## src/rq_host_defines.vh

```
// Constants for the requester request host controller.
// Behaviour
// RULE1 - Device uses low 128 or 64 data bits in narrow modes; host drives 256.
// RULE2 - Sideband counts only while valid is high; host drives zero otherwise.
// RULE3 - Host raises last in the final beat, or the first beat if single.
// RULE4 - Keep bits contiguous; all ones except a partial final beat.
// RULE5 - Device ignores keep 7:4 or 7:2 in narrow modes; host drives all eight.
// RULE6 - Host keeps valid high from first beat to last beat of a packet.
// RULE7 - A beat moves only when valid and ready are high; host holds otherwise.
// RULE8 - Device ready is four bits; host treats them as one indication.
// RULE9 - Device returns the request sequence number on the progress output.
// RULE10 - Progress valid is a one-cycle pulse per reported number.
// RULE11 - Device-managed tags arrive as a 10-bit tag with a one-cycle valid.
// RULE12 - Tags arrive later in request order; host records every one; the code drops one arriving while all 4 entries are full and none is read in that cycle.
// RULE13 - First dword byte enables sit in sideband 3:0, taken in first beat.
// RULE14 - Last dword byte enables sit in 7:4; zero for one-dword transfers.
// RULE15 - Address-aligned mode puts start byte lane modulo 4 in bits 10:8.
// RULE16 - Address offset is zero in dword-aligned mode and for config packets.
// RULE17 - Abort flag at sideband bit 11 makes the device nullify the packet.
// RULE18 - Host may end an aborted packet early; device keeps abort sticky.
// RULE19 - No abort on non-posted or first beat; hold abort until ready.
// RULE20 - As endpoint the device reports user aborts through error reporting.
// RULE21 - Sequence number low bits sit in sideband 27:24, taken in first beat.
// RULE22 - With parity enabled, bits 59:28 carry odd parity per data byte.
// RULE23 - Sideband 61:60 carry the two upper sequence number bits.
// RULE24 - Unused sideband bits such as 23:12 are driven to zero.
`ifndef RQ_HOST_DEFINES_VH
`define RQ_HOST_DEFINES_VH

`define DATA_W          256
`define KEEP_W          8
`define SIDEBAND_W      62
`define BEATS           4

`define OFF_CTRL        8'h00
`define OFF_DESC        8'h04
`define OFF_STATUS      8'h08
`define OFF_TAG         8'h0c
`define BUF_SEL_BIT     7

`define CTRL_GO         0
`define CTRL_ABORT_EN   1
`define CTRL_PARITY_EN  2
`define CTRL_ADDR_ALIGN 3
`define CTRL_POSTED     4
`define CTRL_ABT_LO     8
`define CTRL_ABT_HI     9

`define DESC_FBE_LO     0
`define DESC_FBE_HI     3
`define DESC_LBE_LO     4
`define DESC_LBE_HI     7
`define DESC_OFF_LO     8
`define DESC_OFF_HI     10
`define DESC_SEQ_LO     16
`define DESC_SEQ_HI     21
`define DESC_LAST_LO    24
`define DESC_LAST_HI    25
`define DESC_KEEP_LO    28
`define DESC_KEEP_HI    30

`define STAT_BUSY       0
`define STAT_TAG_OVF    1
`define STAT_PROG_SEEN  2
`define STAT_PROG_LO    8
`define STAT_PROG_HI    13
`define STAT_TCNT_LO    16
`define STAT_TCNT_HI    18
`define TAG_VALID_BIT   31

`define TAG_DEPTH       4

`endif

```

## src/beat_buffer.v

```verilog
// Packet beat store with dword write port and registered beat-wide read with parity.
`timescale 1ns/10ps
`include "rq_host_defines.vh"
module beat_buffer (
    input  wire                 core_clk_in,
    input  wire                 wr_en_in,
    input  wire [1:0]           wr_beat_in,
    input  wire [2:0]           wr_lane_in,
    input  wire [31:0]          wr_data_in,
    input  wire [1:0]           rd_beat_in,
    output reg  [`DATA_W-1:0]   rd_data_out,
    output reg  [31:0]          rd_parity_out
);
    reg [31:0] mem [0:31];
    reg [`DATA_W-1:0] rd_d;
    reg [31:0]        par_d;
    integer i;

    always @(posedge core_clk_in) begin
        if (wr_en_in) begin
            mem[{wr_beat_in, wr_lane_in}] <= wr_data_in;
        end
    end

    always @* begin
        rd_d  = {`DATA_W{1'b0}};
        par_d = 32'h00000000;
        for (i = 0; i < 8; i = i + 1) begin
            rd_d[i*32 +: 32] = mem[{rd_beat_in, i[2:0]}];
        end
        // Odd parity: the parity bit makes each byte plus its bit hold an odd count of ones.
        for (i = 0; i < 32; i = i + 1) begin
            par_d[i] = ~^rd_d[i*8 +: 8]; // RULE22
        end
    end

    always @(posedge core_clk_in) begin
        rd_data_out   <= rd_d;
        rd_parity_out <= par_d;
    end
endmodule

```

## src/rq_host.v

```verilog
// Host controller that frames software-built request packets onto the request stream.
//
// The register offsets and register access over Avalon-MM were left to the implementer.
`timescale 1ns/10ps
`include "rq_host_defines.vh"
module rq_host (
    input  wire                     core_clk_in,
    input  wire                     reset_in,
    input  wire [7:0]               avs_address_in,
    input  wire                     avs_read_in,
    input  wire                     avs_write_in,
    input  wire [31:0]              avs_writedata_in,
    output reg  [31:0]              avs_readdata_out,
    output wire                     avs_waitrequest_out,
    output wire [`DATA_W-1:0]       req_data_bus_out,
    output wire [`SIDEBAND_W-1:0]   req_sideband_bus_out,
    output wire                     req_last_beat_out,
    output wire [`KEEP_W-1:0]       req_dword_keep_out,
    output wire                     req_valid_out,
    input  wire [3:0]               req_ready_in,
    input  wire [5:0]               req_progress_number_in,
    input  wire                     req_progress_number_valid_in,
    input  wire [9:0]               allocated_tag_in,
    input  wire                     allocated_tag_valid_in
);
    localparam [2:0] ST_IDLE = 3'b001;
    localparam [2:0] ST_LOAD = 3'b010;
    localparam [2:0] ST_SEND = 3'b100;

    reg  [2:0]  state_q;
    reg  [2:0]  state_d;
    reg  [1:0]  beat_q;
    reg  [1:0]  beat_d;
    reg         ack_q;

    reg         abort_en_q;
    reg         parity_en_q;
    reg         addr_align_q;
    reg         posted_q;
    reg  [1:0]  abort_beat_q;
    reg  [3:0]  fbe_q;
    reg  [3:0]  lbe_q;
    reg  [2:0]  offset_q;
    reg  [5:0]  seq_q;
    reg  [1:0]  last_idx_q;
    reg  [2:0]  last_keep_q;

    reg         prog_seen_q;
    reg  [5:0]  prog_num_q;
    reg         tag_ovf_q;
    reg  [9:0]  tag_mem_q [0:`TAG_DEPTH-1];
    reg  [2:0]  tag_wr_q;
    reg  [2:0]  tag_rd_q;
    reg         tag_pop_ok_q;

    wire        ready;
    wire        fire;
    wire        busy;
    wire        acc_wr;
    wire        acc_rd;
    wire        buf_sel;
    wire        go;
    wire        abort_now;
    wire        last_now;
    wire [2:0]  tag_count;
    wire        tag_empty;
    wire        tag_full;
    wire        tag_push;
    wire        tag_pop;
    wire [1:0]  rd_beat;
    wire [31:0] beat_parity;
    wire [2:0]  eff_offset;
    wire [`SIDEBAND_W-1:0] sideband;
    reg  [31:0] rd_mux;

    assign ready = req_ready_in[0]; // RULE8
    assign busy  = (state_q != ST_IDLE);

    // The first access cycle always waits; the answer comes at the next edge.
    assign avs_waitrequest_out = (avs_read_in | avs_write_in) & ~ack_q;
    assign acc_wr  = avs_write_in & ack_q;
    assign acc_rd  = avs_read_in & ack_q;
    assign buf_sel = avs_address_in[`BUF_SEL_BIT];
    assign go = acc_wr & ~buf_sel & (avs_address_in == `OFF_CTRL) &
                avs_writedata_in[`CTRL_GO] & ~busy;

    always @(posedge core_clk_in) begin
        if (reset_in) begin
            ack_q        <= 1'b0;
            tag_pop_ok_q <= 1'b0;
        end else begin
            ack_q        <= (avs_read_in | avs_write_in) & ~ack_q;
            // A tag counts as read only if the registered read data showed it as valid.
            tag_pop_ok_q <= avs_read_in & ~ack_q & ~buf_sel &
                            (avs_address_in == `OFF_TAG) & ~tag_empty;
        end
    end

    // Next beat is fetched on the accepting edge, so valid never drops mid-packet.
    assign rd_beat = (state_q == ST_SEND && fire) ? beat_q + 2'd1 : beat_q;

    beat_buffer u_buf (
        .core_clk_in   (core_clk_in),
        .wr_en_in      (acc_wr & buf_sel & ~busy),
        .wr_beat_in    (avs_address_in[6:5]),
        .wr_lane_in    (avs_address_in[4:2]),
        .wr_data_in    (avs_writedata_in),
        .rd_beat_in    (rd_beat),
        .rd_data_out   (req_data_bus_out),
        .rd_parity_out (beat_parity)
    );

    assign req_valid_out = (state_q == ST_SEND); // RULE6
    assign fire = req_valid_out & ready; // RULE7

    // Abort only posted packets, never in the first beat; it stays until accepted.
    assign abort_now = req_valid_out & abort_en_q & posted_q & (abort_beat_q != 2'd0) &
                       (beat_q == abort_beat_q); // RULE19
    // An aborted packet ends in the abort beat, so no later beat needs a sticky flag.
    assign last_now = req_valid_out & ((beat_q == last_idx_q) | abort_now); // RULE3 RULE18
    assign req_last_beat_out = last_now;

    // Only a genuine final beat may be partial; an early abort beat stays full.
    assign req_dword_keep_out = (req_valid_out && beat_q == last_idx_q) ?
                                ~(8'hfe << last_keep_q) :
                                (req_valid_out ? 8'hff : 8'h00); // RULE4 RULE5 RULE1

    assign eff_offset = addr_align_q ? offset_q : 3'd0; // RULE16 RULE15

    assign sideband = {seq_q[5:4],                               // RULE23
                       parity_en_q ? beat_parity : 32'h00000000, // RULE22
                       seq_q[3:0],                               // RULE21
                       12'h000,                                  // RULE24
                       abort_now,                                // RULE17
                       eff_offset,
                       lbe_q,                                    // RULE14
                       fbe_q};                                   // RULE13
    assign req_sideband_bus_out = req_valid_out ? sideband : {`SIDEBAND_W{1'b0}}; // RULE2

    always @* begin
        state_d = state_q;
        beat_d  = beat_q;
        case (state_q)
            ST_IDLE: begin
                beat_d = 2'd0;
                if (go) begin
                    state_d = ST_LOAD;
                end
            end
            ST_LOAD: begin
                state_d = ST_SEND;
            end
            ST_SEND: begin
                if (fire) begin
                    if (last_now) begin
                        state_d = ST_IDLE;
                        beat_d  = 2'd0;
                    end else begin
                        beat_d = beat_q + 2'd1;
                    end
                end
            end
            default: begin
                state_d = ST_IDLE;
                beat_d  = 2'd0;
            end
        endcase
    end

    always @(posedge core_clk_in) begin
        if (reset_in) begin
            state_q <= ST_IDLE;
            beat_q  <= 2'd0;
        end else begin
            state_q <= state_d;
            beat_q  <= beat_d;
        end
    end

    // Descriptor and control are frozen while a packet is on the bus.
    always @(posedge core_clk_in) begin
        if (reset_in) begin
            abort_en_q   <= 1'b0;
            parity_en_q  <= 1'b0;
            addr_align_q <= 1'b0;
            posted_q     <= 1'b0;
            abort_beat_q <= 2'd0;
            fbe_q        <= 4'h0;
            lbe_q        <= 4'h0;
            offset_q     <= 3'h0;
            seq_q        <= 6'h00;
            last_idx_q   <= 2'd0;
            last_keep_q  <= 3'd7;
        end else if (acc_wr && !buf_sel && !busy) begin
            if (avs_address_in == `OFF_CTRL) begin
                abort_en_q   <= avs_writedata_in[`CTRL_ABORT_EN];
                parity_en_q  <= avs_writedata_in[`CTRL_PARITY_EN];
                addr_align_q <= avs_writedata_in[`CTRL_ADDR_ALIGN];
                posted_q     <= avs_writedata_in[`CTRL_POSTED];
                abort_beat_q <= avs_writedata_in[`CTRL_ABT_HI:`CTRL_ABT_LO];
            end
            if (avs_address_in == `OFF_DESC) begin
                fbe_q       <= avs_writedata_in[`DESC_FBE_HI:`DESC_FBE_LO];
                lbe_q       <= avs_writedata_in[`DESC_LBE_HI:`DESC_LBE_LO];
                offset_q    <= avs_writedata_in[`DESC_OFF_HI:`DESC_OFF_LO];
                seq_q       <= avs_writedata_in[`DESC_SEQ_HI:`DESC_SEQ_LO];
                last_idx_q  <= avs_writedata_in[`DESC_LAST_HI:`DESC_LAST_LO];
                last_keep_q <= avs_writedata_in[`DESC_KEEP_HI:`DESC_KEEP_LO];
            end
        end
    end

    // Progress numbers: a new pulse sets the flag even in a clearing cycle.
    always @(posedge core_clk_in) begin
        if (reset_in) begin
            prog_seen_q <= 1'b0;
            prog_num_q  <= 6'h00;
        end else begin
            if (req_progress_number_valid_in) begin
                prog_seen_q <= 1'b1; // RULE10
                prog_num_q  <= req_progress_number_in; // RULE9
            end else if (acc_wr && !buf_sel && avs_address_in == `OFF_STATUS &&
                         avs_writedata_in[`STAT_PROG_SEEN]) begin
                prog_seen_q <= 1'b0;
            end
        end
    end

    // Tags are kept in arrival order, which matches request order.
    assign tag_count = tag_wr_q - tag_rd_q;
    assign tag_empty = (tag_count == 3'd0);
    assign tag_full  = (tag_count == `TAG_DEPTH);
    assign tag_pop   = acc_rd & tag_pop_ok_q;
    assign tag_push  = allocated_tag_valid_in & (~tag_full | tag_pop); // RULE11 RULE12

    always @(posedge core_clk_in) begin
        if (tag_push) begin
            tag_mem_q[tag_wr_q[1:0]] <= allocated_tag_in;
        end
    end

    always @(posedge core_clk_in) begin
        if (reset_in) begin
            tag_wr_q  <= 3'd0;
            tag_rd_q  <= 3'd0;
            tag_ovf_q <= 1'b0;
        end else begin
            if (tag_push) begin
                tag_wr_q <= tag_wr_q + 3'd1;
            end
            if (tag_pop) begin
                tag_rd_q <= tag_rd_q + 3'd1;
            end
            // A lost tag leaves a request unmatched, so it is flagged until cleared.
            if (allocated_tag_valid_in && !tag_push) begin
                tag_ovf_q <= 1'b1;
            end else if (acc_wr && !buf_sel && avs_address_in == `OFF_STATUS &&
                         avs_writedata_in[`STAT_TAG_OVF]) begin
                tag_ovf_q <= 1'b0;
            end
        end
    end

    always @* begin
        rd_mux = 32'h00000000;
        if (!buf_sel) begin
            case (avs_address_in)
                `OFF_CTRL: begin
                    rd_mux[`CTRL_GO]                   = busy;
                    rd_mux[`CTRL_ABORT_EN]             = abort_en_q;
                    rd_mux[`CTRL_PARITY_EN]            = parity_en_q;
                    rd_mux[`CTRL_ADDR_ALIGN]           = addr_align_q;
                    rd_mux[`CTRL_POSTED]               = posted_q;
                    rd_mux[`CTRL_ABT_HI:`CTRL_ABT_LO]  = abort_beat_q;
                end
                `OFF_DESC: begin
                    rd_mux[`DESC_FBE_HI:`DESC_FBE_LO]   = fbe_q;
                    rd_mux[`DESC_LBE_HI:`DESC_LBE_LO]   = lbe_q;
                    rd_mux[`DESC_OFF_HI:`DESC_OFF_LO]   = offset_q;
                    rd_mux[`DESC_SEQ_HI:`DESC_SEQ_LO]   = seq_q;
                    rd_mux[`DESC_LAST_HI:`DESC_LAST_LO] = last_idx_q;
                    rd_mux[`DESC_KEEP_HI:`DESC_KEEP_LO] = last_keep_q;
                end
                `OFF_STATUS: begin
                    rd_mux[`STAT_BUSY]                   = busy;
                    rd_mux[`STAT_TAG_OVF]                = tag_ovf_q;
                    rd_mux[`STAT_PROG_SEEN]              = prog_seen_q;
                    rd_mux[`STAT_PROG_HI:`STAT_PROG_LO]  = prog_num_q;
                    rd_mux[`STAT_TCNT_HI:`STAT_TCNT_LO]  = tag_count;
                end
                `OFF_TAG: begin
                    rd_mux[`TAG_VALID_BIT] = ~tag_empty;
                    rd_mux[9:0]            = tag_empty ? 10'h000 : tag_mem_q[tag_rd_q[1:0]];
                end
                default: begin
                    rd_mux = 32'h00000000;
                end
            endcase
        end
    end

    // Read data is registered in the waiting cycle and stands at the answering edge.
    always @(posedge core_clk_in) begin
        if (reset_in) begin
            avs_readdata_out <= 32'h00000000;
        end else if (avs_read_in && !ack_q) begin
            avs_readdata_out <= rd_mux;
        end
    end
endmodule

```

## config.mk

```make
export PLATFORM = sky130hd
export DESIGN_NAME = rq_host
export DESIGN_NICKNAME = d
export VERILOG_FILES = /design/src/beat_buffer.v /design/src/rq_host.v
export VERILOG_INCLUDE_DIRS = /design/src /design/src/src
export SDC_FILE = /design/constraint.sdc
export NUM_CORES = 1
export LEC_CHECK = 0
export BUFFER_PORTS_ARGS = -buffer_cell sky130_fd_sc_hd__buf_2
export CAP_MARGIN = 20
export CORE_UTILIZATION = 40
export DETAILED_ROUTE_END_ITERATION = 8
export SYNTH_ARGS = -nofsm -noshare
export SYNTH_HDL_FRONTEND = slang
export SYNTH_SLANG_ARGS = --single-unit
```

## constraint.sdc

```tcl
create_clock -name core_clk_in -period 3.6 [get_ports core_clk_in]
set_input_delay 0.72 -clock core_clk_in [delete_from_list [all_inputs] [get_ports core_clk_in]]
set_output_delay 0.72 -clock core_clk_in [all_outputs]
set_load 0.02 [all_outputs]
```

# [After elaboration in Yosys (flattened, before gate mapping)]
# Memories as Yosys holds them, arrays and structs flattened. A register that Yosys moved wholly into a read port is not among the register bits.
# Index checks and enable logic that the tools add are counted.
[word_totals] reg_bits=369 latch_bits=0 ram_bits=1064 mem_bits_ro=0 input_bits=66 out_inout_bits=361 wordCells=164 n_memories=2
[memory_table] name="u_buf.mem" words=32 word_bits=32 rd=8 rd_clocked_by_memory_dff=0 write_ports=1 line_no="beat_buffer.v:14" text="reg [31:0] mem [0:31];"
[memory_table] name="tag_mem_q" words=4 word_bits=10 rd=1 rd_clocked_by_memory_dff=1 write_ports=1 line_no="rq_host.v:51" text="reg [9:0] tag_mem_q [0:`TAG_DEPTH-1];"
[classes] add_sub_neg=4 mul=0 div_mod_pow=0 order_cmp=0 eq_ne=13 shifts=1 n_mux=36 bitwise=31 n_reduce_logical=54
[ops] operator="8-bit XNOR reduction" n=32
[ops] operator="32-bit two-way mux" n=2
[ops] operator="62-bit two-way mux" n=1
[ops] operator="1-bit bitwise AND" n=21
[ops] operator="3-bit two-way mux" n=7
[ops] operator="8-bit by 4-bit == test with 1-bit output, second input constant" n=2
[ops] operator="8-bit two-way mux" n=2
[ops] operator="2-bit two-way mux" n=6
[ops] operator="3-bit one-hot mux with 2 select lines" n=2
[ops] operator="3-bit one-hot mux with 4 select lines" n=1
[ops] operator="10-bit two-way mux" n=1
[ops] operator="1-bit logical AND" n=9
[ops] operator="1-bit two-way mux" n=9
[ops] operator="3-bit one-hot mux with 3 select lines" n=1
[ops] operator="8-bit by 3-bit == test with 1-bit output, second input constant" n=1
[ops] operator="8-bit logical NOT" n=1
[ops] operator="8-bit NOT" n=1
[ops] operator="2-bit one-hot mux with 4 select lines" n=1
[ops] operator="8-bit by 3-bit left shift with 8-bit output, first input constant" n=1
[ops] operator="3-bit by 1-bit adder with 3-bit output, second input constant" n=2
[ops] operator="3-bit == test, second input constant" n=2
[ops] operator="1-bit NOT" n=6
[ops] operator="2-bit one-hot mux with 3 select lines" n=1
[ops] operator="2-bit AND reduction" n=3
[ops] operator="other kinds (15)" n=24

# [Logic depth before layout (Yosys ltp)]
[depth] depth_word=10 ltp_mapped=12 depth_no_buf=9

# [Modules after synthesis]
# From an unflattened synthesis, not the netlist that was laid out.
[unflattened] cells_unflattened=2444 area_unflattened_um2=50375.8
[modules_own_cells] mod="beat_buffer" instances=1 cells_per_inst=1895 area_per_inst_um2=44908.1 seq_area_each_um2=36515.0
[modules_own_cells] mod="rq_host" instances=1 cells_per_inst=549 area_per_inst_um2=5467.7 seq_area_each_um2=2742.6

# [Least setup slack after synthesis]
# Ideal clock, no wire load.
[synth_path] kind="reg-to-reg" from="reg state_q[1]" to="mem u_buf.mem[13][0] (enable)" setup_time_ns=0.421 t_arrival_ns=2.773 t_required_ns=3.179 setup_slack_ns=0.406 stages_incl_launch_ff=7 path_buffers=1 period_less_slack_ns=3.194 path_cell_list="dfxtp_1 buf_4 nor3b_1 and4_1 nor2b_1 nand2_1 nor2_1"
[synth_via] elab_chain_len=5
[synth_rtl] element="from (decl)" line_no="rq_host.v:30" text="reg [2:0] state_q;"
[synth_rtl] element="from (signal assigned)" line_no="rq_host.v:175" text="state_q <= state_d;"
[synth_rtl] element="3-bit by 1-bit inequality test with 1-bit output" line_no="rq_host.v:77" text="assign busy = (state_q != ST_IDLE);"
[synth_rtl] element="1-bit NOT" line_no="rq_host.v:104" text=".wr_en_in (acc_wr & buf_sel & ~busy),"
[synth_rtl] element="1-bit bitwise AND" line_no="rq_host.v:104"
[synth_rtl] element="1-bit two-way mux" line_no="beat_buffer.v:20" text="if (wr_en_in) begin"
[synth_rtl] element="1-bit two-way mux (not written as such)" line_no="beat_buffer.v:21" text="mem[{wr_beat_in, wr_lane_in}] <= wr_data_in;"
[synth_rtl] element="to (decl)" line_no="beat_buffer.v:14"
# Every way passes these cells.

# [Worst setup path in the final report]
[layout_path] from="reg state_q[2]" to="out req_sideband_bus_out[57]"
[layout_via] elab_chain_len=2
[layout_rtl] element="3-bit == test" line_no="rq_host.v:113" text="assign req_valid_out = (state_q == ST_SEND);"
[layout_rtl] element="62-bit two-way mux" line_no="rq_host.v:138" text="assign req_sideband_bus_out = req_valid_out ? sideband : {`SIDEBAND_W{1'b0}};"
[layout_rtl] element="to (decl)" line_no="rq_host.v:16" text="output wire [`SIDEBAND_W-1:0] req_sideband_bus_out,"
# Every way passes these cells.

==> results by group <==
Yosys
  • Count of cell types in the netlist: 53
  • Synth Instances: 4233
  • Share of the synthesized area in the top cell type: 54.61%
  • Syn Area/Cell: 13.82 um^2
  • Ys async rst share: 0%
  • Synthesized area: 58510 um^2
  • Post-synth EDFFs: ~1100
  • Primary FF master, synth: edfxtp_1
  • Top post-synthesis cells by area: edfxtp_1 55%, dfxtp_1 12%, nor3_1 7.2%
  • Largest area contributor in the netlist: edfxtp_1
  • Flop and latch count out of synthesis: around 1400
  • Yosys warns: 0
  • Post-synthesis sequential area ratio: 67.10%
  • Leading cell type by number of instances after synthesis: edfxtp_1
  • Synth cell count leaders: 1064 x edfxtp_1, 840 x nor3_1, 365 x dfxtp_1

Pwr
  • Switching Fraction: 21.39%
  • Leak pwr: between 20 and 30 nW
  • Flop pwr share: 51.8%
  • Pwr/cell area: 482.4 nW/um^2
  • Total Power: 34.29 mW
  • Combinational power share: 1.6%
  • Maximum vdd drop: ~0.37 mV
  • Internal power consumption: 26.95 mW
  • Sw Pwr: 7.334 mW
  • Clk network pwr share: 46.6%

Worst setup path
  • CP Data Arrival Time: 2.77 ns
  • Critical Path End Type: primary output
  • Crit path launch type: register
  • Crit path kind: reg2out
  • Critical Path RT: about 2.9 ns
  • CP Max Fanout: 28

Floorplanning
  • Die Span X: slightly below 400 um
  • DIE AREA: 147800 um^2
  • Initial core utilization: 40.53%
  • Die height: slightly below 400 um
  • IO Count: roughly 430
  • Row cnt: 139
  • Core area: approximately 140000 um^2

STA
  • Worst setup margin: roughly 0.11 ns
  • F_max: 286.9 MHz
  • Final hold vios: 0
  • Final setup viols: 0
  • Final min period: between 3 and 4 ns
  • Worst-Margin Slew: around 1.1 ns
  • Min Hold Slack: 0.1422 ns
  • Setup TNS: 0 ns
  • Max-slew violations: 0
  • Fin crit share: between 90% and 100%
  • Rel. slew slack: 26.83%
  • RSZ-0062 raised after global routing: no
  • Clock Skews: 0.03984 ns

GRT
  • Remaining Overflow, GRT: 0
  • Global Route Usage Sum: 24.13%
  • Vias in the first global route: about 38000
  • Initial antenna violation count: 23
  • Global-route wire length before repair: 260000 um
  • Maximum number of pins on one net before global-route repair: 106

Place
  • Pre-CTS WS: -0.1315 ns
  • Number of port buffers: 405
  • GP Congestion: 0.8374
  • DP HPWL: 113800 um

CTS
  • Clock Pin Slew Worst Setup and Hold Paths: 0.06 ns
  • CTS tree: done
  • Clk sink count: 1429
  • TritonCTS buffer count: 154
  • Post-CTS Hold Buffers: 0
  • H-Tree Depth: 4
  • Root Driver: clkbuf_16
  • Worst skew pair latency: 0.82 ns
  • Clk buf depth: 3

Finish
  • Fillers: 12440
  • Share of cells above drive strength 1: 24.95%
  • Area Growth Syn to Fin: 21.49%
  • Final nets: 4989

Drt
  • Vias: around 40000
  • Final wirelength: between 150000 and 200000 um
  • Wire per inst: 26.14 um
  • DR iter-0 viols: 3963
  • Antenna-violating nets left: 0
  • Vias/cell: between 5 and 6
  • DRC: 0
  • DRT Pass-1 Iters: 6

Min path
  • Hold Path Class: in2reg

Run
  • Max-cap viol count: 0

Status
  • Outcome: completed
-- worst max-delay path, stage by stage, from the launching register on --
cell      delay (ns)
dfxtp_1         0.48
buf_4           0.29
nand2_1         0.08
buf_4           0.19
clkinv_2        0.22
buf_8           0.28
and3_1          0.23
buf_2           0.18
-- power by group through the flow --
stage	Clock, mW	Combinational [mW]	Sequential [mW]
after floorplan	0	0.151	18.1
after global placement	0	0.532	18.1
after detailed placement	0	0.544	18.1
after CTS	16.3	0.545	17.8
after global routing	16.9	0.570	17.7
final	16.0	0.543	17.8
-- layout by cell type, fill, tap and decap left out, types with 5 or more instances in the layout --
master	synthesis	routed
a21oi_1	213	213
a21oi_2	32	32
and2_1	5	5
and3_1	49	48
and3b_1	66	66
buf_12	0	61
buf_2	91	405
buf_4	28	399
bufinv_16	0	10
clkbuf_1	206	36
clkbuf_16	0	156
clkbuf_8	0	14
clkinv_1	0	16
clkinv_2	0	29
clkinvlp_4	0	7
conb_1	1	18
dfxtp_1	365	362
diode_2	0	6
edfxtp_1	1064	1064
ha_1	6	6
inv_1	19	18
inv_16	0	5
inv_4	0	5
mux2_2	64	64
mux2i_1	341	341
mux4_2	10	10
nand2_1	82	81
nand3_1	21	21
nand3b_1	6	6
nor2_1	84	52
nor2_4	0	32
nor2b_1	5	5
nor3_1	840	840
nor3b_1	130	130
o211a_1	64	64
o21ai_0	6	6
or4_1	194	194
xnor3_1	32	32
xor2_1	101	101
xor3_1	33	33
-- per-stage QoR --
step | utilization (%) | cell area (um^2) | std cells
floorplan | - | 58570 | 4250
global route | 49.23 | 71070 | 6954
detailed placement | 45.64 | 65880 | 6659
global placement | 45.64 | 65880 | 6659
finish | 49.24 | 71080 | 6959
CTS | 49.21 | 71030 | 6949
-- layout make-up --
type / instances / area, um^2 / area share [%]
Sequential cell: 1429 / 39270 / 55.24
Multi-Input combinational cell: 2446 / 17950 / 25.26
Timing Repair Buffer: 866 / 6259 / 8.805
Clock buffer: 208 / 4242 / 5.967
Tap cell: 1903 / 2381 / 3.350
Clock inverter: 82 / 890.9 / 1.253
Inverter: 19 / 72.57 / 0.1021
Antenna cell: 6 / 15.01 / 0.02112
-- state kept, by name, indices dropped and copies added (netlist names), 4 cells and up, named ones only --
register and cells:
avs_readdata_out 26, fbe_q 4, lbe_q 4, prog_num_q 6, seq_q 6, tag_mem_q 40
u_buf.mem 1024, u_buf.rd_data_out 256, u_buf.rd_parity_out 32
-- path summary, 6_finish.rpt --
check	end	from	slack (ns)	cells after the start
setup reg to reg	u_buf.rd_parity_out[31]	state_q[1]	0.13	10
hold / removal	tag_mem_q[0][4]	allocated_tag_in[4]	0.14	1
hold reg to reg	avs_readdata_out[24]	avs_readdata_out[24]	0.46	2
setup / recovery	req_sideband_bus_out[57]	state_q[2]	0.11	7
-- kinds of logic (layout without fill, tap and decap cells) --
group                    after synthesis  after routing  share of synthesized area (%)
other                                  1             24                       0.006409
multiplexers                         415            415                          7.450
flip-flops                          1429           1429                          67.10
AND/OR/NAND/NOR                     1498           1498                          14.48
XOR/XNOR                             170            170                          4.144
adder cells (fa/ha/maj)                7              7                         0.1625
buffers and inverters                375           1175                          2.896
AO/OA/AOI/OAI                        338            338                          3.759
-- metal layers --
metal	part of all wire [%]	track usage (%)
met5	0.010	0
met4	3.1	8.458
met3	7.9	3.743
met2	46	37.62
met1	43	34.15
-- what timing repair did --
action	in CTS	in global routing
setup endpoints to repair	30	9
gates resized for setup	4	2
buffers inserted	0	4
(Power assumes the default switching activity.)
